$ cat src/verilog/dcvc_pkg.sv
package dcvc_pkg;

  // clock and timing
  localparam int CLK_MHZ = 200;
  localparam int PERIOD_MS = 100;
  localparam int PERIOD_CYC_DEF = PERIOD_MS * 1000 * CLK_MHZ;
  localparam int WIN_US = 1500;
  localparam int WIN_CYC_DEF = WIN_US * CLK_MHZ;
  localparam int SKEW_NS = 500;
  localparam int SKEW_CYC = (SKEW_NS * CLK_MHZ + 999) / 1000;
  localparam int VID_STEP_US = 5;
  localparam int VID_STEP_CYC = VID_STEP_US * CLK_MHZ;
  localparam int AVG_LOG2 = 8;
  localparam int AVG_SAMPLES = 1 << AVG_LOG2;

  // voltages in 6.25 mV units; 254 units is 1.5875 V
  localparam logic [8:0] UPPER_CEIL = 9'h0FE;
  localparam logic [8:0] TOP_OLD = 9'h0FE;
  localparam logic [8:0] TOP_EXT = 9'h0FE;
  localparam logic [8:0] TOP_NEW7 = 9'h0FE;
  localparam logic [8:0] TOP_NEW8 = 9'h0FF;
  localparam logic [5:0] OFF_OLD = 6'h3F;
  localparam logic [6:0] OFF_EXT = 7'h7F;
  localparam logic [6:0] OFF_NEW = 7'h00;

  // register byte offsets
  localparam int ADDR_W = 6;
  localparam logic [5:0] REG_CTRL = 6'h00;
  localparam logic [5:0] REG_OFS1 = 6'h04;
  localparam logic [5:0] REG_OFS2 = 6'h08;
  localparam logic [5:0] REG_AVG = 6'h0C;
  localparam logic [5:0] REG_MGMT_ERR = 6'h10;
  localparam logic [5:0] REG_HOST_ERR = 6'h14;
  localparam logic [5:0] REG_IRQ_STAT = 6'h18;
  localparam logic [5:0] REG_IRQ_EN = 6'h1C;
  localparam logic [5:0] REG_IRQ_CLR = 6'h20;
  localparam logic [5:0] REG_AUX = 6'h24;

  // field positions
  localparam int CTRL_EN = 0;
  localparam int CTRL_MODE = 1;
  localparam int CTRL_ROUTE_A = 3;
  localparam int CTRL_ROUTE_B = 4;
  localparam int OFS_LO = 8;
  localparam int ERR_GPI = 2;
  localparam int ERR_SKIP = 4;
  localparam int ST_DONE = 2;
  localparam int ST_W = 3;

  localparam logic [1:0] RESP_OKAY = 2'b00;
  localparam logic [1:0] RESP_SLVERR = 2'b10;

  typedef enum logic [1:0] {
    MODE_OLD = 2'b00,
    MODE_EXT = 2'b01,
    MODE_NEW7 = 2'b10,
    MODE_NEW8 = 2'b11
  } dcvc_mode_e;

  typedef enum logic [1:0] {
    PH_WAIT = 2'b00,
    PH_WIN = 2'b01,
    PH_CMP = 2'b10
  } dcvc_phase_e;

  // one converter result set, all 8-bit codes
  typedef struct packed {
    logic [7:0] core1;
    logic [7:0] core2;
    logic [7:0] aux_a;
    logic [7:0] aux_b;
  } dcvc_conv_s;

  // auxiliary readings toward fan control
  typedef struct packed {
    logic route_a;
    logic route_b;
    logic [7:0] temp_a;
    logic [7:0] temp_b;
  } dcvc_fan_s;

  typedef struct packed {
    logic aw_hold;
    logic [ADDR_W-1:0] aw_addr;
    logic w_hold;
    logic [31:0] w_data;
    logic [3:0] w_strb;
    logic bvalid;
    logic [1:0] bresp;
    logic rvalid;
    logic [31:0] rdata;
    logic [1:0] rresp;
    logic en;
    dcvc_mode_e mode;
    logic [1:0][7:0] ofs_up;
    logic [1:0][7:0] ofs_lo;
    logic [1:0][6:0] vid_cand;
    logic [1:0][7:0] skew_cnt;
    logic [1:0][6:0] vid_ok;
    logic [1:0][15:0] acc;
    logic [1:0][7:0] avg;
    logic [1:0] off_seen;
    logic [1:0] err_last;
    logic [1:0] skip_up;
    logic [1:0][7:0] core;
    dcvc_phase_e phase;
    logic [31:0] period_cnt;
    logic [31:0] samp_cnt;
    logic [8:0] nsamp;
    logic [ST_W-1:0] stat;
    logic [ST_W-1:0] ien;
    logic irq;
    dcvc_fan_s fan;
  } dcvc_state_s;

endpackage

$ cat src/verilog/dcvc_top.sv
// Function
// - check core supply against VID-derived limits
// - window checks run beside fixed-limit checks
// - four VID modes, three regulator families
// - rely on VID changes at most every 5 us
// - ignore transient codes from line skew
// - average VID voltage over 1.5 ms window
// - compare against averaged, not instantaneous, VID
// - upper limit is average plus upper offset
// - lower limit is average minus lower offset
// - reading outside window raises channel error
// - compare once per 100 ms period
// - output-off code in window skips check
// - skip upper check above 1.5875 V
// - oldest mode: pins are inputs in status
// - other modes: pins are VID bit six
// - route aux channels to fan control
// - routed aux reading has MSB inverted
module dcvc_top #(
  parameter int PERIOD_CYC = dcvc_pkg::PERIOD_CYC_DEF,
  parameter int WIN_CYC = dcvc_pkg::WIN_CYC_DEF
) (
  // clock and reset
  input wire logic clk_sys,
  input wire logic srst,
  // axi4-lite write address and data
  input wire logic s_axi_awvalid,
  output logic s_axi_awready,
  input wire logic [dcvc_pkg::ADDR_W-1:0] s_axi_awaddr,
  input wire logic s_axi_wvalid,
  output logic s_axi_wready,
  input wire logic [31:0] s_axi_wdata,
  input wire logic [3:0] s_axi_wstrb,
  // axi4-lite write response
  output logic s_axi_bvalid,
  input wire logic s_axi_bready,
  output logic [1:0] s_axi_bresp,
  // axi4-lite read
  input wire logic s_axi_arvalid,
  output logic s_axi_arready,
  input wire logic [dcvc_pkg::ADDR_W-1:0] s_axi_araddr,
  output logic s_axi_rvalid,
  input wire logic s_axi_rready,
  output logic [31:0] s_axi_rdata,
  output logic [1:0] s_axi_rresp,
  // processor identification pins
  input wire logic [5:0] cpu1_voltage_id_lines,
  input wire logic [5:0] cpu2_voltage_id_lines,
  input wire logic [1:0] voltage_id_bit_six,
  // converter results
  input wire logic conv_valid,
  input wire dcvc_pkg::dcvc_conv_s conv,
  // fan control and interrupt
  output dcvc_pkg::dcvc_fan_s fan_temp,
  output logic irq
);

  localparam int SAMP_CYC = WIN_CYC >> dcvc_pkg::AVG_LOG2;

  dcvc_pkg::dcvc_state_s st_ff;
  dcvc_pkg::dcvc_state_s nxt_st;

  // byte-lane merge of a write into a register image
  function automatic logic [31:0] merge(input logic [31:0] old, input logic [31:0] nw, input logic [3:0] strb);
    logic [31:0] r;
    r = old;
    for (int b = 0; b < 4; b++) begin
      if (strb[b]) begin
        r[b*8 +: 8] = nw[b*8 +: 8];
      end
    end
    return r;
  endfunction

  // nominal voltage of a code, 6.25 mV units, clamped at zero
  function automatic logic [7:0] vid_volts(input dcvc_pkg::dcvc_mode_e m, input logic [6:0] code);
    logic [8:0] top;
    logic [8:0] dec;
    top = dcvc_pkg::TOP_NEW8;
    dec = {2'b00, code};
    case (m)
      dcvc_pkg::MODE_OLD: begin
        top = dcvc_pkg::TOP_OLD;
        dec = {2'b00, code[5:0], 1'b0}; // 12.5 mV steps
      end
      dcvc_pkg::MODE_EXT: begin
        top = dcvc_pkg::TOP_EXT;
      end
      dcvc_pkg::MODE_NEW7: begin
        top = dcvc_pkg::TOP_NEW7;
      end
      default: begin
        top = dcvc_pkg::TOP_NEW8;
      end
    endcase
    if (top > dec) begin
      return 8'(top - dec);
    end
    return 8'h00;
  endfunction

  // code that asks the regulator to switch off
  function automatic logic vid_off(input dcvc_pkg::dcvc_mode_e m, input logic [6:0] code);
    case (m)
      dcvc_pkg::MODE_OLD: return code[5:0] == dcvc_pkg::OFF_OLD;
      dcvc_pkg::MODE_EXT: return code == dcvc_pkg::OFF_EXT;
      dcvc_pkg::MODE_NEW7: return code == dcvc_pkg::OFF_NEW;
      default: return (code == dcvc_pkg::OFF_NEW) || (code == dcvc_pkg::OFF_EXT);
    endcase
  endfunction

  // aux code as seen by fan control
  function automatic logic [7:0] aux_fmt(input logic route, input logic [7:0] raw);
    return route ? {~raw[7], raw[6:0]} : raw;
  endfunction

  // handshakes straight from the holding flags
  assign s_axi_awready = !st_ff.aw_hold;
  assign s_axi_wready = !st_ff.w_hold;
  assign s_axi_arready = !st_ff.rvalid;
  assign s_axi_bvalid = st_ff.bvalid;
  assign s_axi_bresp = st_ff.bresp;
  assign s_axi_rvalid = st_ff.rvalid;
  assign s_axi_rdata = st_ff.rdata;
  assign s_axi_rresp = st_ff.rresp;
  assign fan_temp = st_ff.fan;
  assign irq = st_ff.irq;

  // whole next state
  always_comb begin
    logic [1:0][6:0] raw;
    logic [dcvc_pkg::ST_W-1:0] set;
    logic [dcvc_pkg::ST_W-1:0] clr;
    logic [31:0] img;
    logic [31:0] rd;
    logic [1:0] gpi;
    logic [8:0] up_sum;
    logic hi;
    logic lo;
    raw = '0;
    set = '0;
    clr = '0;
    img = '0;
    rd = '0;
    gpi = '0;
    up_sum = '0;
    hi = 1'b0;
    lo = 1'b0;
    nxt_st = st_ff;

    // accept address and data in either order
    if (s_axi_awvalid && !st_ff.aw_hold) begin
      nxt_st.aw_hold = 1'b1;
      nxt_st.aw_addr = s_axi_awaddr;
    end
    if (s_axi_wvalid && !st_ff.w_hold) begin
      nxt_st.w_hold = 1'b1;
      nxt_st.w_data = s_axi_wdata;
      nxt_st.w_strb = s_axi_wstrb;
    end
    if (st_ff.bvalid && s_axi_bready) begin
      nxt_st.bvalid = 1'b0;
    end

    // write once both halves are held and no response is pending
    if (st_ff.aw_hold && st_ff.w_hold && !st_ff.bvalid) begin
      nxt_st.aw_hold = 1'b0;
      nxt_st.w_hold = 1'b0;
      nxt_st.bvalid = 1'b1;
      nxt_st.bresp = dcvc_pkg::RESP_OKAY;
      case ({st_ff.aw_addr[dcvc_pkg::ADDR_W-1:2], 2'b00})
        dcvc_pkg::REG_CTRL: begin
          img = merge({27'h0, st_ff.fan.route_b, st_ff.fan.route_a, st_ff.mode, st_ff.en},
                      st_ff.w_data, st_ff.w_strb);
          nxt_st.en = img[dcvc_pkg::CTRL_EN];
          nxt_st.mode = dcvc_pkg::dcvc_mode_e'(img[dcvc_pkg::CTRL_MODE +: 2]);
          nxt_st.fan.route_a = img[dcvc_pkg::CTRL_ROUTE_A];
          nxt_st.fan.route_b = img[dcvc_pkg::CTRL_ROUTE_B];
        end
        dcvc_pkg::REG_OFS1: begin
          img = merge({16'h0, st_ff.ofs_lo[0], st_ff.ofs_up[0]}, st_ff.w_data, st_ff.w_strb);
          nxt_st.ofs_up[0] = img[7:0];
          nxt_st.ofs_lo[0] = img[dcvc_pkg::OFS_LO +: 8];
        end
        dcvc_pkg::REG_OFS2: begin
          img = merge({16'h0, st_ff.ofs_lo[1], st_ff.ofs_up[1]}, st_ff.w_data, st_ff.w_strb);
          nxt_st.ofs_up[1] = img[7:0];
          nxt_st.ofs_lo[1] = img[dcvc_pkg::OFS_LO +: 8];
        end
        dcvc_pkg::REG_IRQ_EN: begin
          img = merge({29'h0, st_ff.ien}, st_ff.w_data, st_ff.w_strb);
          nxt_st.ien = img[dcvc_pkg::ST_W-1:0];
        end
        dcvc_pkg::REG_IRQ_CLR: begin
          img = merge(32'h0000_0000, st_ff.w_data, st_ff.w_strb);
          clr = img[dcvc_pkg::ST_W-1:0];
        end
        // read-only registers take the write and ignore it
        dcvc_pkg::REG_AVG, dcvc_pkg::REG_MGMT_ERR, dcvc_pkg::REG_HOST_ERR,
        dcvc_pkg::REG_IRQ_STAT, dcvc_pkg::REG_AUX: begin
          nxt_st.bresp = dcvc_pkg::RESP_OKAY;
        end
        default: begin
          nxt_st.bresp = dcvc_pkg::RESP_SLVERR;
        end
      endcase
    end

    // general inputs show only in the oldest mode
    gpi = (st_ff.mode == dcvc_pkg::MODE_OLD) ? voltage_id_bit_six : 2'b00;

    // read path, one word per request
    if (st_ff.rvalid && s_axi_rready) begin
      nxt_st.rvalid = 1'b0;
    end
    if (s_axi_arvalid && !st_ff.rvalid) begin
      nxt_st.rvalid = 1'b1;
      nxt_st.rresp = dcvc_pkg::RESP_OKAY;
      case ({s_axi_araddr[dcvc_pkg::ADDR_W-1:2], 2'b00})
        dcvc_pkg::REG_CTRL: rd = {27'h0, st_ff.fan.route_b, st_ff.fan.route_a, st_ff.mode, st_ff.en};
        dcvc_pkg::REG_OFS1: rd = {16'h0, st_ff.ofs_lo[0], st_ff.ofs_up[0]};
        dcvc_pkg::REG_OFS2: rd = {16'h0, st_ff.ofs_lo[1], st_ff.ofs_up[1]};
        dcvc_pkg::REG_AVG: rd = {16'h0, st_ff.avg[1], st_ff.avg[0]};
        // both error views carry the same bits for each side of the system
        dcvc_pkg::REG_MGMT_ERR, dcvc_pkg::REG_HOST_ERR: begin
          rd = {26'h0, st_ff.skip_up, gpi, st_ff.err_last};
        end
        dcvc_pkg::REG_IRQ_STAT: rd = {29'h0, st_ff.stat};
        dcvc_pkg::REG_IRQ_EN: rd = {29'h0, st_ff.ien};
        dcvc_pkg::REG_IRQ_CLR: rd = 32'h0000_0000;
        dcvc_pkg::REG_AUX: rd = {16'h0, st_ff.fan.temp_b, st_ff.fan.temp_a};
        default: begin
          rd = 32'h0000_0000;
          nxt_st.rresp = dcvc_pkg::RESP_SLVERR;
        end
      endcase
      nxt_st.rdata = rd;
    end

    // latch converter results; aux readings formatted on the way
    if (conv_valid) begin
      nxt_st.core[0] = conv.core1;
      nxt_st.core[1] = conv.core2;
      nxt_st.fan.temp_a = aux_fmt(nxt_st.fan.route_a, conv.aux_a);
      nxt_st.fan.temp_b = aux_fmt(nxt_st.fan.route_b, conv.aux_b);
    end

    // assemble codes; bit six joins the code outside the oldest mode
    raw[0] = (st_ff.mode == dcvc_pkg::MODE_OLD) ? {1'b0, cpu1_voltage_id_lines}
                                                : {voltage_id_bit_six[0], cpu1_voltage_id_lines};
    raw[1] = (st_ff.mode == dcvc_pkg::MODE_OLD) ? {1'b0, cpu2_voltage_id_lines}
                                                : {voltage_id_bit_six[1], cpu2_voltage_id_lines};

    // a code counts only once stable for the skew time, well inside
    // the 5 us spacing of real steps, so no genuine step is missed
    for (int i = 0; i < 2; i++) begin
      if (raw[i] != st_ff.vid_cand[i]) begin
        nxt_st.vid_cand[i] = raw[i];
        nxt_st.skew_cnt[i] = 8'h00;
      end else if (st_ff.skew_cnt[i] == 8'(dcvc_pkg::SKEW_CYC - 1)) begin
        nxt_st.vid_ok[i] = st_ff.vid_cand[i];
      end else begin
        nxt_st.skew_cnt[i] = st_ff.skew_cnt[i] + 8'h01;
      end
    end

    // free-running measurement period
    if (st_ff.period_cnt == 32'(PERIOD_CYC - 1)) begin
      nxt_st.period_cnt = 32'h0000_0000;
    end else begin
      nxt_st.period_cnt = st_ff.period_cnt + 32'h0000_0001;
    end

    // window sits at the end of each period, comparison follows it
    case (st_ff.phase)
      dcvc_pkg::PH_WAIT: begin
        if (st_ff.en && st_ff.period_cnt == 32'(PERIOD_CYC - WIN_CYC - 1)) begin
          nxt_st.phase = dcvc_pkg::PH_WIN;
          nxt_st.acc = '0;
          nxt_st.off_seen = 2'b00;
          nxt_st.samp_cnt = 32'h0000_0000;
          nxt_st.nsamp = 9'h000;
        end
      end
      dcvc_pkg::PH_WIN: begin
        for (int i = 0; i < 2; i++) begin
          if (vid_off(st_ff.mode, st_ff.vid_ok[i])) begin
            nxt_st.off_seen[i] = 1'b1;
          end
        end
        if (st_ff.samp_cnt == 32'(SAMP_CYC - 1)) begin
          nxt_st.samp_cnt = 32'h0000_0000;
          nxt_st.nsamp = st_ff.nsamp + 9'h001;
          for (int i = 0; i < 2; i++) begin
            nxt_st.acc[i] = st_ff.acc[i] + {8'h00, vid_volts(st_ff.mode, st_ff.vid_ok[i])};
          end
          if (st_ff.nsamp == 9'(dcvc_pkg::AVG_SAMPLES - 1)) begin
            nxt_st.phase = dcvc_pkg::PH_CMP;
          end
        end else begin
          nxt_st.samp_cnt = st_ff.samp_cnt + 32'h0000_0001;
        end
        if (!st_ff.en) begin
          nxt_st.phase = dcvc_pkg::PH_WAIT;
        end
      end
      dcvc_pkg::PH_CMP: begin
        // fixed-limit checks live elsewhere and are untouched here
        for (int i = 0; i < 2; i++) begin
          nxt_st.avg[i] = st_ff.acc[i][15:8];
          up_sum = {1'b0, nxt_st.avg[i]} + {1'b0, st_ff.ofs_up[i]};
          nxt_st.skip_up[i] = up_sum > dcvc_pkg::UPPER_CEIL;
          hi = !nxt_st.skip_up[i] && ({1'b0, st_ff.core[i]} > up_sum);
          lo = (nxt_st.avg[i] >= st_ff.ofs_lo[i]) &&
               (st_ff.core[i] < nxt_st.avg[i] - st_ff.ofs_lo[i]);
          nxt_st.err_last[i] = !st_ff.off_seen[i] && (hi || lo);
          set[i] = nxt_st.err_last[i];
        end
        set[dcvc_pkg::ST_DONE] = 1'b1;
        nxt_st.phase = dcvc_pkg::PH_WAIT;
      end
      default: begin
        nxt_st.phase = dcvc_pkg::PH_WAIT;
      end
    endcase

    // sticky status: a new event beats a clear in the same cycle
    nxt_st.stat = (st_ff.stat & ~clr) | set;
    nxt_st.irq = |(nxt_st.stat & nxt_st.ien);
  end

  // single state register
  always_ff @(posedge clk_sys) begin
    if (srst) begin
      st_ff <= '0;
    end else begin
      st_ff <= nxt_st;
    end
  end

endmodule

$ cat config.mk
export PLATFORM = sky130hd
export DESIGN_NAME = dcvc_top
export DESIGN_NICKNAME = d
export VERILOG_FILES = /design/src/verilog/dcvc_pkg.sv /design/src/verilog/dcvc_top.sv
export SDC_FILE = /design/constraint.sdc
export NUM_CORES = 1
export LEC_CHECK = 0
export BUFFER_PORTS_ARGS = -buffer_cell sky130_fd_sc_hd__buf_2
export CORE_UTILIZATION = 36
export DETAILED_ROUTE_END_ITERATION = 16
export GPL_TIMING_DRIVEN = 0
export SLEW_MARGIN = 40
export SYNTH_ARGS = -nofsm -noshare
export SYNTH_HDL_FRONTEND = slang
export SYNTH_SLANG_ARGS = --single-unit
$ cat constraint.sdc
create_clock -name clk_sys -period 8.6 [get_ports clk_sys]
set_clock_uncertainty 0.2 [all_clocks]
set_input_delay 1.29 -clock clk_sys [delete_from_list [all_inputs] [get_ports clk_sys]]
set_output_delay 1.29 -clock clk_sys [all_outputs]
set_load 0.02 [all_outputs]
==> flow_results.org, run 1 <==
** Die
- The floorplan step defined a die boundary enclosing 0.0447 mm².
- Pin placement for this block handled 162 I/O pins.
- In this run the core area contains 76 standard-cell rows.
- Vertical extent of the die :: 211 µm
- Die X-Extent :: 211 µm
- Std-Cell Core Area :: 0.0432 mm²
- Starting utilization of the core area :: 36.6%

** CTS
- Worst-case clock buffer depth :: 3
- Clock tree from TritonCTS :: built
- Post-cts gate resize count :: 0
- The number of hold buffers added after CTS was 0.
- H-Tree Depth :: 2
- CTS Root Buffer Type :: sky130_fd_sc_hd__clkbuf_16
- Setup Fix Bufs, Post-CTS :: 0
- Clock-pin slew was measured on the worst setup and hold paths at 0.06 ns.
- The clock net in this run drives a total of 293 sinks.
- Number of buffers added by the clock tree synthesis step :: 35
- At the later pin of the worst-skew pair, clock insertion delay measures 0.55 ns.

** Worst hold path
- Kind of path behind the tightest hold check :: reg -> reg

** Yosys
- Sequential area share after synthesis :: 37.1%
- After Yosys synthesis, XOR and XNOR cells account for 6.49% of the synthesized area.
- By area, the combinational part of the netlist is dominated by simple AND/OR/NAND/NOR gates.
- For this run, the number of Yosys warnings is 0.
- Post-synth top cells :: sky130_fd_sc_hd__dfxtp_1, sky130_fd_sc_hd__nor2_1, sky130_fd_sc_hd__nand2_1
- Synthesis inferred 293 register bits.
- Share of synthesized cell area in full adder, half adder and majority cells :: 7.81%
- In the post-synthesis netlist, the biggest area contributors are sky130_fd_sc_hd__dfxtp_1, sky130_fd_sc_hd__ha_1, sky130_fd_sc_hd__mux2i_1, sky130_fd_sc_hd__nor2_1, sky130_fd_sc_hd__nand2_1.
- Mux cell area share after synthesis :: 6.30%
- The synthesized netlist devotes 13.4% of its cell area to compound gates.
- Of the post-synthesis cell area, the dominant cell type holds 37.1%.
- In the synthesized netlist the dominant register cell turns out to be sky130_fd_sc_hd__dfxtp_1.
- Most numerous cell in the Yosys netlist :: sky130_fd_sc_hd__dfxtp_1
- Post-synthesis share of cell area spent on and, or, nand and nor gates :: 22.8%
- Average cell area after synthesis :: 8.34 µm²
- Number of synthesized flops with an enable pin :: 0
- Cell taking the most area after synthesis :: sky130_fd_sc_hd__dfxtp_1
- Summing every instance area after synthesis gives 0.0158 mm².
- Post-synthesis cell type count :: 77
- Synthesis produced a netlist whose cell count is 1893.
- Proportion of synthesized flip-flops having asynchronous set or reset :: 0%

** STA
- At the pin with the least slew margin, the transition time is 0.867 ns.
- The number of max-slew violations in the final report came to 0.
- Min cycle time layout :: 4.71 ns
- Highest clock frequency the design can meet :: 213 MHz
- Final setup violation count :: 0
- RSZ-0062 raised after global routing :: false
- Worst slew slack as a fraction of its limit :: 42.2%
- In the final timing run, aggregate negative setup slack is 0 ns.
- Number of failing hold endpoints at the final stage :: 0
- Final Cycle Share :: 54.7%

** Route
- In the routed layout, each cell is associated on average with a via count of 5.17.
- The first routing iteration left 834 violations.
- Post-route antenna net violation count :: 0
- Average wire per standard cell :: 16.6 µm
- After detailed routing, the number of remaining DRC violations is 0.
- Number of iterations in the first detailed-routing pass :: 8
- DR vias :: 13800
- After detailed routing, the total wire length is 44.6 mm.

** Cells and area
- Fill cell count :: 4387
- In the final design database the tool counted 2263 nets.
- Cells fill 42.5% of the core in the end.
- Relative to the synthesized area, the layout overhead comes to 16.3%.
- Ratio of cells with drive above 1 in the final layout :: 13.0%
- Antenna diode count :: 0

** Placed design
- Global placement routability congestion :: 0.912
- Port Buf Inserts :: 118
- The wire-length estimate of the detail-placed layout is 34.2 mm.

** Worst setup path
- Worst path required time :: 8.83 ns
- Data arrival time of the worst path :: 4.94 ns
- STA classifies the critical path endpoint as a flop.
- The worst register-to-register path has a setup slack of 3.89 ns.
- Of all nets on the critical path, the largest fanout is 10.
- Critical Setup Path Class :: reg -> reg
- STA classifies the critical path startpoint as a flop.

** Power and ir drop
- VDD sags by at most 0.132 mV.
- Leakage :: 7.67 nW
- Power Dens Cells :: 170 mW/mm²

** GRT
- GRT Util Overall :: 19.9%
- Wire length of the first global-routing pass :: 69.7 mm
- Antenna violations before repair :: 0
- Pin count of the biggest net entering global routing :: 14
- Number of global-route vias before repair :: 13200
- Congestion Overflow GR :: 0

** Job
- The tool flagged a number of max-cap violations equal to 0.

** Status
- Outcome :: completed
## layout by cell type, fill, tap and decap left out, drive strengths merged, types with 7 or more instances in the layout
cell type  Yosys  layout
clkinv         0       8
clkbuf        65     116
o31ai          7       7
conb           1      18
nand3         55      55
xor2          59      59
inv           68      69
buf           63     181
and4           8       8
xnor2         58      58
a21oi        131     131
nor2b         36      36
ha            89      89
nor4          18      18
or3           15      15
o21ai         64      64
nand2        215     215
a222oi        12      12
or4            8       8
or2           14      14
a21o          21      21
nor3          29      29
and2           9       9
nand2b        12      12
o21a          19      19
nor2         250     250
and3          30      30
a211oi        17      17
a22oi         10      10
nand4         36      36
mux2i         96      96
o22ai          8       8
dfxtp        293     293
## stage by stage
stage / hold slack [ns] / power (mW) / setup slack, ns / std cells / cell area, µm²
CTS: 0.253 / 3.16 / 3.95 / 2677 / 18400
finish: 0.247 / 3.12 / 3.89 / 2677 / 18400
detailed placement: 0.239 / 1.62 / 4.00 / 2614 / 17200
global placement: 0.228 / 1.62 / 4.14 / 2613 / 17200
floorplan: 0.213 / 1.55 / 4.98 / 1910 / 15900
global route: 0.263 / 3.23 / 3.69 / 2677 / 18400
## path summary, 6_finish.rpt
| kind | from | cells past startpoint | endpoint |
|---|---|---|---|
| setup reg to reg | st_ff[247] | 16 | st_ff[166] |
| hold / removal | st_ff[66] | 1 | st_ff[66] |
| hold reg to reg | st_ff[66] | 1 | st_ff[66] |
| setup / recovery | st_ff[247] | 16 | st_ff[166] |
## cell type report
type                            instances  area (µm²)  area share, %
Clock inverter                         13         161          0.879
Tap cell                              585         732           3.99
Inverter                               68         255           1.39
Sequential cell                       293        5870           31.9
Clock buffer                           50        1010           5.52
Timing Repair Buffer                  119         596           3.24
Buffer                                128         694           3.78
Multi-Input combinational cell       1421        9050           49.3
## where the power goes
group | switching, mW | leakage [nW] | internal, mW | total, mW
Sequential | 0.0222 | 2.37 | 1.38 | 1.40
Combinational | 0.116 | 4.71 | 0.0756 | 0.191
Clock | 0.612 | 0.578 | 0.915 | 1.53
## layer usage
metal  wire [µm]  up-vias  part of all wire [%]  GRT usage, %
met5           0        -                     0             0
met4        1510        0                   3.4          7.37
li1            -     6877                     -             -
met1       20000     6584                    45          25.5
met3        2160       76                   4.9          3.55
met2       20900      302                    47          33.3
## logic make-up after synthesis
kind of cell	count (synthesis)
and+or+nand+nor	757
AOI/OAI and AO/OA	335
DFF	293
buffers and inverters	196
xor gates and xnor gates	117
muxes	99
adders and majority gates	95
other	1
## sequential cells by signal, indices dropped and copies added (netlist names)
name and flops:
fan_temp 18, irq 1, s_axi_bresp 1, s_axi_bvalid 1
s_axi_rdata 16, s_axi_rresp 1, s_axi_rvalid 1, st_ff 254
## critical path, cell delays in order, from the launching register on
cell and delay [ns]:
sky130_fd_sc_hd__dfxtp_1 0.61, sky130_fd_sc_hd__or2_2 0.21, sky130_fd_sc_hd__clkbuf_1 0.41, sky130_fd_sc_hd__clkbuf_1 0.43, sky130_fd_sc_hd__and2_1 0.20, sky130_fd_sc_hd__ha_1 0.22
sky130_fd_sc_hd__inv_1 0.09, sky130_fd_sc_hd__ha_1 0.18, sky130_fd_sc_hd__inv_1 0.06, sky130_fd_sc_hd__fa_1 0.39, sky130_fd_sc_hd__nor2b_1 0.14, sky130_fd_sc_hd__o21ai_0 0.12
sky130_fd_sc_hd__a21boi_0 0.38, sky130_fd_sc_hd__o31ai_1 0.22, sky130_fd_sc_hd__a211oi_2 0.44, sky130_fd_sc_hd__nand3_1 0.15, sky130_fd_sc_hd__mux2i_1 0.15
No activity file was read; power rests on OpenSTA's default activity.
==> run 2, diff against run 1 <==
--- a/config.mk
+++ b/config.mk
@@ -5,6 +5,7 @@
 export SDC_FILE = /design/constraint.sdc
 export NUM_CORES = 1
 export LEC_CHECK = 0
+export ABC_AREA = 1
 export BUFFER_PORTS_ARGS = -buffer_cell sky130_fd_sc_hd__buf_2
 export CORE_UTILIZATION = 36
 export DETAILED_ROUTE_END_ITERATION = 16
==> constraint.sdc (replaced) <==
create_clock -name clk_sys -period 3.83 [get_ports clk_sys]
set_clock_uncertainty 0.2 [all_clocks]
set_input_delay 0.5745 -clock clk_sys [delete_from_list [all_inputs] [get_ports clk_sys]]
set_output_delay 0.5745 -clock clk_sys [all_outputs]
set_load 0.02 [all_outputs]
==> run 2 against run 1 <==
Against the previous run: worst setup slack worse by 3.6 ns; highest routed layer unchanged; non-clock buffer count shrank 9; critical endpoint is now irq; largest cell class unchanged; sequential share of layout area decreased by 2.1 points; count of clock-buffer cells in the layout down 3; via count is 21% higher; synthesized area up 7.4%; clock power increased by 130%.
==> flow_results.org, run 2 <==
** Status
- The run finished with clean final reports.

** Placed design
- The post-place setup slack is -0.129 ns (-4.13 ns).
- The final weighted congestion in routability-driven placement was 0.932 (+2.3%).
- Port Buf Inserts :: 120 (+1.7%)
- The count of placed standard cells including taps is 3206 (+23%).
- The half-perimeter wire length after placement was 41.8 mm (+22%).

** Yosys
- The warning count from the yosys run came to 0 (unchanged).
- Post-synth top cells :: sky130_fd_sc_hd__nand2_1, sky130_fd_sc_hd__nor2_1, sky130_fd_sc_hd__dfxtp_1
- Top area cells in the synthesized netlist :: sky130_fd_sc_hd__dfxtp_1, sky130_fd_sc_hd__nand2_1, sky130_fd_sc_hd__nor2_1, sky130_fd_sc_hd__ha_1, sky130_fd_sc_hd__inv_1
- The number of enable flip-flop cells after synthesis came to 0 (unchanged).
- The top cell type's share of synthesized area is 34.6% (-2.6 points).
- The share of flip-flops with an asynchronous set or reset was 0% (unchanged).
- Sequential area share after synthesis :: 34.6% (-2.6 points)
- Summed over all instances, the cell type with the most area after synthesis is sky130_fd_sc_hd__dfxtp_1.
- The flip-flop and latch count after synthesis was 293 (unchanged).
- Post-synthesis cell type count :: 56 (-27%)
- Number of cells produced by synthesis :: 2462 (+30%)
- Post-Syn Area :: 0.0170 mm² (+7.4%)
- Most numerous cell in the Yosys netlist :: sky130_fd_sc_hd__nand2_1
- Among all flip-flop cells after synthesis, the most frequent one is sky130_fd_sc_hd__dfxtp_1.
- The synthesized area per cell was 6.89 µm² (-17%).

** Worst setup path
- Peak fanout along the critical path :: 10 (unchanged)
- Crit-path max cell delay :: 0.38 ns (-0.23 ns)
- Nature of the critical path endpoint :: flop
- Among the stages of the critical path, the cell type that occurs most often is sky130_fd_sc_hd__nand2_1.
- The critical path goes through buf_2 > inv_1 > ha_1 > inv_1 > nand3_1 > nand2_1 > a21oi_1 > o21ai_0 > nand2_1 > nand2_1 > a21oi_1 > xor2_1 > ha_1 > a21oi_1 > o21a_1 > nand2_1 > nor2_1 > o21bai_1 > nand2_1 > nand2_1 > nand2_1 > nand3_1.
- The number of buffers and inverters on the critical path was 3 (-1).
- In this design, the largest share of critical-path delay is due to simple AND/OR/NAND/NOR gates.
- STA classifies the critical path startpoint as a flop.
- Worst path required time :: 4.12 ns (-4.71 ns)
- The worst path arrival time is 3.84 ns (-1.10 ns).
- The setup path with the least slack is of type reg -> reg.
- The slowest stage of the critical path belongs to the cell sky130_fd_sc_hd__dfxtp_1.

** STA
- Min cycle time layout :: 3.55 ns (-1.16 ns)
- Number of failing hold endpoints at the final stage :: 0 (unchanged)
- Final setup violation count :: 0 (unchanged)
- The worst slack on hold paths is 0.0309 ns (-0.216 ns).
- The fraction of the cycle the final worst path needs was 92.6% (+38 points).
- Slew at the pin with the worst max-slew slack :: 0.795 ns (-0.0719 ns)
- Final Slew Violations :: 0 (unchanged)
- The minimum setup slack in the final design came to 0.283 ns (-3.61 ns).
- The setup TNS came to 0 ns (unchanged).
- Highest clock frequency the design can meet :: 282 MHz (+33%)
- The normalized max-slew margin was 46.4% (+4.2 points).

** Cells and area
- Total area of multi-input combinational cells :: 0.00935 mm² (+3.3%)
- Register with the most flip-flops :: st_ff
- The final core utilization was 42.2% (-0.34 points).
- The proportion of layout cells with a drive suffix above 1 was 11.6% (-1.4 points).
- Most frequent cells in the layout :: sky130_fd_sc_hd__nand2_1, sky130_fd_sc_hd__nor2_1, sky130_fd_sc_hd__dfxtp_1, sky130_fd_sc_hd__inv_1, sky130_fd_sc_hd__a21oi_1
- Area Overhead vs Synth :: 15.8%
- The flip-flop count of the largest register after layout came to 254 (unchanged).
- Non-filler instance count after layout :: 3273 (+22%)
- The final net count came to 2834 (+25%).
- Leading cell type in the layout, fill and taps excluded :: sky130_fd_sc_hd__nand2_1
- The storage element area came to 0.00587 mm² (unchanged).
- Fill cell count :: 4841 (+10%)

** Route
- The routed wire length is 53.5 mm (+20%).
- DR vias :: 16800 (+21%)
- Average wire per standard cell :: 16.3 µm (-1.8%)
- The initial detailed-routing violation count was 1162 (+39%).
- Count of unresolved DRC violations after routing :: 0 (unchanged)
- Ratio of routed vias to standard cells :: 5.12 (-0.99%)
- Post-route antenna net violation count :: 0 (unchanged)
- Number of iterations in the first detailed-routing pass :: 6 (-2)

** GRT
- The maximum number of pins on one net before global-route repair was 20 (+6).
- The number of global-route vias before repair is 15600 (+19%).
- GRT Util Overall :: 22.1% (+2.1 points)
- The first-pass GRT wire length is 82.8 mm (+19%).
- The total grt overflow was 0 (unchanged).
- Antenna violations before repair :: 0 (unchanged)

** CTS
- Number of buffers added by the clock tree synthesis step :: 37 (+5.7%)
- Count of hold-fix buffers inserted at cts :: 0 (unchanged)
- TritonCTS built the clock tree.
- The root buffer cell chosen for the clock tree is sky130_fd_sc_hd__clkbuf_16.
- The worst-skew pair later-pin latency is 0.57 ns (+0.02 ns).
- The maximum buffer depth of the clock tree was 3 (unchanged).
- The post-CTS repair timing setup buffer count is 0 (unchanged).
- H-Tree Depth :: 2 (unchanged)
- Clock transition at the registers of the reported paths :: 0.06 ns (about the same)
- Sinks on Clock Net :: 293 (unchanged)

** Power and ir drop
- The worst IR drop on VDD was 0.321 mV (+140%).
- The leakage component of the power is 8.35 nW (+8.9%).
- The power per unit of standard cell area is 368 mW/mm² (+120%).

** Die
- Std-Cell Core Area :: 0.0466 mm² (+7.8%)
- Vertical extent of the die :: 219 µm (+3.6%)
- Die X-Extent :: 219 µm (+3.6%)
- Die outline area :: 0.0480 mm² (+7.3%)
- The initial standard-cell utilization of the core came to 36.4% (-0.15 points).
- Ports :: 162 (unchanged)
- The number of cell rows was 79 (+3.9%).

** Job
- Max-capacitance violation count :: 0 (unchanged)

** Worst hold path
- The path class of the tightest hold or removal check is in -> reg.
-- run 2: worst reg2reg max path, cell delays in order, from the launching register on --
cell and delay, ns:
sky130_fd_sc_hd__dfxtp_1 0.38, sky130_fd_sc_hd__buf_2 0.24, sky130_fd_sc_hd__inv_1 0.14, sky130_fd_sc_hd__ha_1 0.22, sky130_fd_sc_hd__inv_1 0.08, sky130_fd_sc_hd__nand3_1 0.07, sky130_fd_sc_hd__nand2_1 0.11, sky130_fd_sc_hd__a21oi_1 0.08
sky130_fd_sc_hd__o21ai_0 0.29, sky130_fd_sc_hd__nand2_1 0.09, sky130_fd_sc_hd__nand2_1 0.07, sky130_fd_sc_hd__a21oi_1 0.07, sky130_fd_sc_hd__xor2_1 0.16, sky130_fd_sc_hd__ha_1 0.29, sky130_fd_sc_hd__a21oi_1 0.13, sky130_fd_sc_hd__o21a_1 0.13
sky130_fd_sc_hd__nand2_1 0.06, sky130_fd_sc_hd__nor2_1 0.13, sky130_fd_sc_hd__o21bai_1 0.19, sky130_fd_sc_hd__nand2_1 0.14, sky130_fd_sc_hd__nand2_1 0.09, sky130_fd_sc_hd__nand2_1 0.05, sky130_fd_sc_hd__nand3_1 0.11
-- run 2: path summary, 6_finish.rpt --
path,from,endpoint,slack [ns],cells after the start
setup reg to reg,st_ff[162],irq,0.28,22
hold reg to reg,st_ff[66],st_ff[66],0.24,1
setup / recovery,st_ff[162],irq,0.28,22
hold / removal,conv[17],st_ff[109],0.03,3
-- run 2: kinds of logic after synthesis --
group | after synthesis | share of synthesized area (%)
adders and majority gates | 95 | 7.27
buffers and inverters | 421 | 10.7
xor gates and xnor gates | 65 | 3.36
DFF | 293 | 34.6
other | 1 | 0.0221
and+or+nand+nor | 1125 | 29.5
AOI/OAI and AO/OA | 462 | 14.5
-- run 2: where the power goes --
group	internal (mW)	switching [mW]
combinational	0.176	0.324
sequential	3.11	0.0585
clock	2.12	1.45
-- run 2: layer usage --
metal,wire length [µm],vias up,GRT usage [%]
li1,-,8408,-
met1,24000,7767,29.0
met2,24700,491,36.9
met3,3430,86,3.69
met4,1310,0,6.46
met5,0,-,0
-- run 2: area by class of cell --
| cell class | count | area share, % |
|---|---|---|
| clock buffers | 47 | 5.26 |
| plain buffers | 118 | 3.52 |
| diodes | 3 | 0.0382 |
| inverters | 302 | 5.77 |
| multi-input cells | 1765 | 47.6 |
| clock inverters | 18 | 1.04 |
| flip-flops and latches | 293 | 29.9 |
| repair buffers | 120 | 3.06 |
| well taps | 607 | 3.87 |
-- run 2: metrics by stage --
step | total power [mW] | cell area [µm²]
3_3_place_gp | 3.72 | 18400
5_1_grt | 7.48 | 19600
6_report | 7.24 | 19600
4_1_cts | 7.30 | 19600
3_5_place_dp | 3.73 | 18400
2_1_floorplan | 3.52 | 17000
-- run 2: timing repair --
action                                  in CTS  in global routing
gates resized for setup                      0                  6
endpoints found under the setup margin       2                 14
endpoints found under the hold margin        0                  0
==> run 3, diff against run 2 <==
--- a/config.mk
+++ b/config.mk
@@ -7,7 +7,8 @@
 export LEC_CHECK = 0
 export ABC_AREA = 1
 export BUFFER_PORTS_ARGS = -buffer_cell sky130_fd_sc_hd__buf_2
-export CORE_UTILIZATION = 36
+export CORE_MARGIN = 3
+export CORE_UTILIZATION = 25
 export DETAILED_ROUTE_END_ITERATION = 16
 export GPL_TIMING_DRIVEN = 0
 export SLEW_MARGIN = 40
==> run 3 against run 2 <==
Against the previous run: final cell count increased by 7.6%; global-route usage decreased by 7.0 points; design area increased by 1.1%; sequential share of layout area decreased by 0.32 points; core utilization decreased by 12 points; worst hold slack improved by 0.0017 ns; sequential power about the same; critical path type unchanged; largest cell class unchanged; largest power group unchanged.
==> flow_results.org, run 3 (synthesis gave the netlist of run 2 again) <==
** Status
- The run finished with clean final reports.

** Route
- Initial detailed-routing violation count :: 1154 (-0.69%)
- DR vias :: 16600 (-1.1%)
- Number of iterations in the first detailed-routing pass :: 5 (-1)
- The routed wire length is 54.9 mm (+2.7%).
- The remaining routing DRC violations came to 0 (unchanged).
- The detailed-route vias per instance was 4.70 (-8.1%).
- Average wire per standard cell :: 15.6 µm (-4.5%)
- The final antenna-violating net count came to 0 (unchanged).

** GRT
- The number of global-route vias before repair came to 15300 (-1.8%).
- The first-pass GRT wire length is 85.1 mm (+2.7%).
- The maximum number of pins on one net before global-route repair came to 20 (unchanged).
- Congestion Overflow GR :: 0 (unchanged)
- The global-route usage over all layers was 15.1% (-7.0 points).
- The number of antenna violations at the first check in global routing came to 0 (unchanged).

** STA
- The highest achievable clock rate came to 276 MHz (-2.1%).
- Final Cycle Share :: 94.6% (+2.0 points)
- Setup TNS :: 0 ns (unchanged)
- Final worst slack :: 0.206 ns (-0.0762 ns)
- The setup-violating endpoint count in the final report was 0 (unchanged).
- Setup repair after global routing left no endpoint under its margin.
- Final Slew Violations :: 0 (unchanged)
- The normalized max-slew margin is 39.3% (-7.1 points).
- Slew at the pin with the worst max-slew slack :: 0.910 ns (+0.115 ns)
- The minimum clock period was 3.62 ns (+0.0762 ns).
- Number of failing hold endpoints at the final stage :: 0 (unchanged)
- Hold slack final :: 0.0327 ns (+0.00173 ns)

** Worst setup path
- Nature of the critical path endpoint :: flop
- The critical path is of the reg -> reg type.
- The largest fanout of any net on the critical path came to 10 (unchanged).
- The reg-to-reg setup timing slack was 0.21 ns (-0.08 ns).
- In this design, the critical path's most frequently occurring cell is sky130_fd_sc_hd__nand2_1.
- The highest cell delay on the worst timing path came to 0.40 ns (+0.02 ns).
- In this run the critical register-to-register path is launched from st_ff[162].
- Cell breakdown of the critical path :: buf_2 > inv_1 > ha_1 > inv_1 > nand3_1 > nand2_1 > a21oi_1 > o21ai_0 > nand2_1 > nand2_1 > a21oi_1 > xor2_1 > ha_1 > a21oi_1 > o21a_1 > nand2_1 > nor2_1 > o21bai_1 > nand2_1 > nand2_1 > nand2_1 > nand3_1
- Data arrival time of the worst path :: 3.92 ns (+0.08 ns)
- Cell with the largest stage delay on the worst path :: sky130_fd_sc_hd__dfxtp_1
- The number of cell instances on the worst register-to-register path was 22 (unchanged).
- The data required time at the worst endpoint came to 4.13 ns (about the same).
- Reg2reg end :: irq
- STA classifies the critical path startpoint as a flop.

** Power and ir drop
- The power per unit of standard cell area is 351 mW/mm² (-4.7%).
- Leakage :: 8.29 nW (-0.69%)
- Peak ir drop on the vdd network :: 0.269 mV (-16%)

** Placed design
- The post-place setup slack is -0.103 ns (+0.0256 ns).
- Global placement routability congestion :: 0.938 (+0.58%)
- Port Buf Inserts :: 120 (unchanged)
- Post-DP HPWL :: 43.3 mm (+3.5%)
- The total cell area at the placement stage was 0.0187 mm² (+1.8%).

** CTS
- H-Tree Depth :: 2 (unchanged)
- Clock tree from TritonCTS :: built
- The number of hold buffers added after CTS is 0 (unchanged).
- Worst-case clock buffer depth :: 3 (unchanged)
- The clock slew at the register clock pins of the worst setup and hold paths is 0.06 ns (about the same).
- Insertion delay of the later-clocked pin in the worst-skew pair :: 0.56 ns (about the same)
- The number of CTS-inserted buffers came to 34 (-8.1%).
- CTS Root Buffer Type :: sky130_fd_sc_hd__clkbuf_16
- The number of clock sinks seen by CTS is 293 (unchanged).

** Cells and area
- Net count reported at finish :: 2831 (-0.11%)
- The number of diodes added for antenna fixing came to 0 (-3).
- Final core area utilization :: 29.9% (-12 points)
- The area of the multi-input gates was 0.00935 mm² (about the same).
- Total non-filler cell area in the finished layout :: 0.0199 mm² (+1.1%)
- The proportion of layout cells with a drive suffix above 1 is 11.4% (-0.20 points).
- The filler cell count was 7279 (+50%).
- Ranked by flip-flop count, first place goes to st_ff.
- The area growth from synthesis to layout is 17.1%.
- Leading cell type in the layout, fill and taps excluded :: sky130_fd_sc_hd__nand2_1
- The flip-flop count of the largest register after layout came to 254 (unchanged).
- The storage element area was 0.00587 mm² (about the same).
- Most frequent cells in the layout :: sky130_fd_sc_hd__nand2_1, sky130_fd_sc_hd__nor2_1, sky130_fd_sc_hd__dfxtp_1, sky130_fd_sc_hd__inv_1, sky130_fd_sc_hd__a21oi_1

** Die
- Number of rows in the core area :: 94 (+19%)
- Ports :: 162 (unchanged)
- Die X-Extent :: 266 µm (+22%)
- The height of the die was 266 µm (+22%).
- The initial standard-cell utilization of the core came to 25.5% (-11 points).
- The area of the die was 0.0710 mm² (+48%).
- Std-Cell Core Area :: 0.0665 mm² (+43%)

** Job
- The max-cap violation count is 0 (unchanged).

** Worst hold path
- Hold path endpoint :: fan_temp[9]
- The worst hold path belongs to the class in -> reg.
- The hold path depth is 3 (unchanged).
- The startpoint identified for the worst hold timing path is conv[9].
[run 3: cell types whose count changed in the layout (fill, tap and decap cells not counted), moves of 3 or more]
| cell | change |
|---|---|
| sky130_fd_sc_hd__clkbuf_8 | +3 |
| sky130_fd_sc_hd__clkbuf_16 | -3 |
| sky130_fd_sc_hd__clkinv_2 | -7 |
| sky130_fd_sc_hd__diode_2 | -3 |
| sky130_fd_sc_hd__clkbuf_1 | +4 |
[run 3: area by class of cell]
| type | instances | share of cell area, % |
|---|---|---|
| Clock inverter | 7 | 0.548 |
| Buffer | 118 | 3.50 |
| Multi-Input combinational cell | 1765 | 47.1 |
| Sequential cell | 293 | 29.5 |
| Clock buffer | 52 | 5.13 |
| Tap cell | 864 | 5.44 |
| Timing Repair Buffer | 120 | 3.02 |
| Inverter | 302 | 5.71 |
[run 3: where the power goes]
part | switching (mW) | internal (mW) | total [mW]
combinational | 0.326 | 0.176 | 0.502
sequential | 0.0571 | 3.11 | 3.16
clock | 1.38 | 1.92 | 3.31
[run 3: how the worst max path moves through the flow]
stage	start	endpoint	slack, ns	cells past startpoint
4_1_cts	st_ff[247]	st_ff[167]	0.08	17
6_report	st_ff[162]	irq	0.21	22
5_1_grt	st_ff[162]	irq	0.01	22
3_3_place_gp	st_ff[247]	st_ff[151]	-0.05	19
2_1_floorplan	st_ff[247]	st_ff[167]	0.65	18
3_5_place_dp	st_ff[247]	st_ff[151]	-0.10	19
[run 3: critical path: cells and delay by family, from the launching register on]
| kind | cells | cell delay, ns |
|---|---|---|
| AO/OA/AOI/OAI | 6 | 0.89 |
| AND/OR/NAND/NOR | 10 | 0.87 |
| adder cells (fa/ha/maj) | 2 | 0.51 |
| buffers and inverters | 3 | 0.46 |
| flip-flops | 1 | 0.40 |
| XOR/XNOR | 1 | 0.22 |
[run 3: repair_timing]
item | CTS | global route
endpoints found under the setup margin | 3 | 8
resized for setup | 0 | 9
setup buffers | 0 | 0
[run 3: metrics by stage]
stage,std cells,power (mW)
after floorplan,2479,3.52
after global placement,3463,3.73
after detailed placement,3463,3.73
after CTS,3521,7.04
after global routing,3521,7.20
final,3521,6.97
[run 3: layer usage]
layer / routed length (µm) / track usage [%] / vias to the layer above
met5: 0 / 0 / -
met4: 1700 / 4.67 / 0
met3: 2990 / 2.16 / 98
met2: 25400 / 25.8 / 460
met1: 24800 / 19.7 / 7622
li1: - / - / 8382
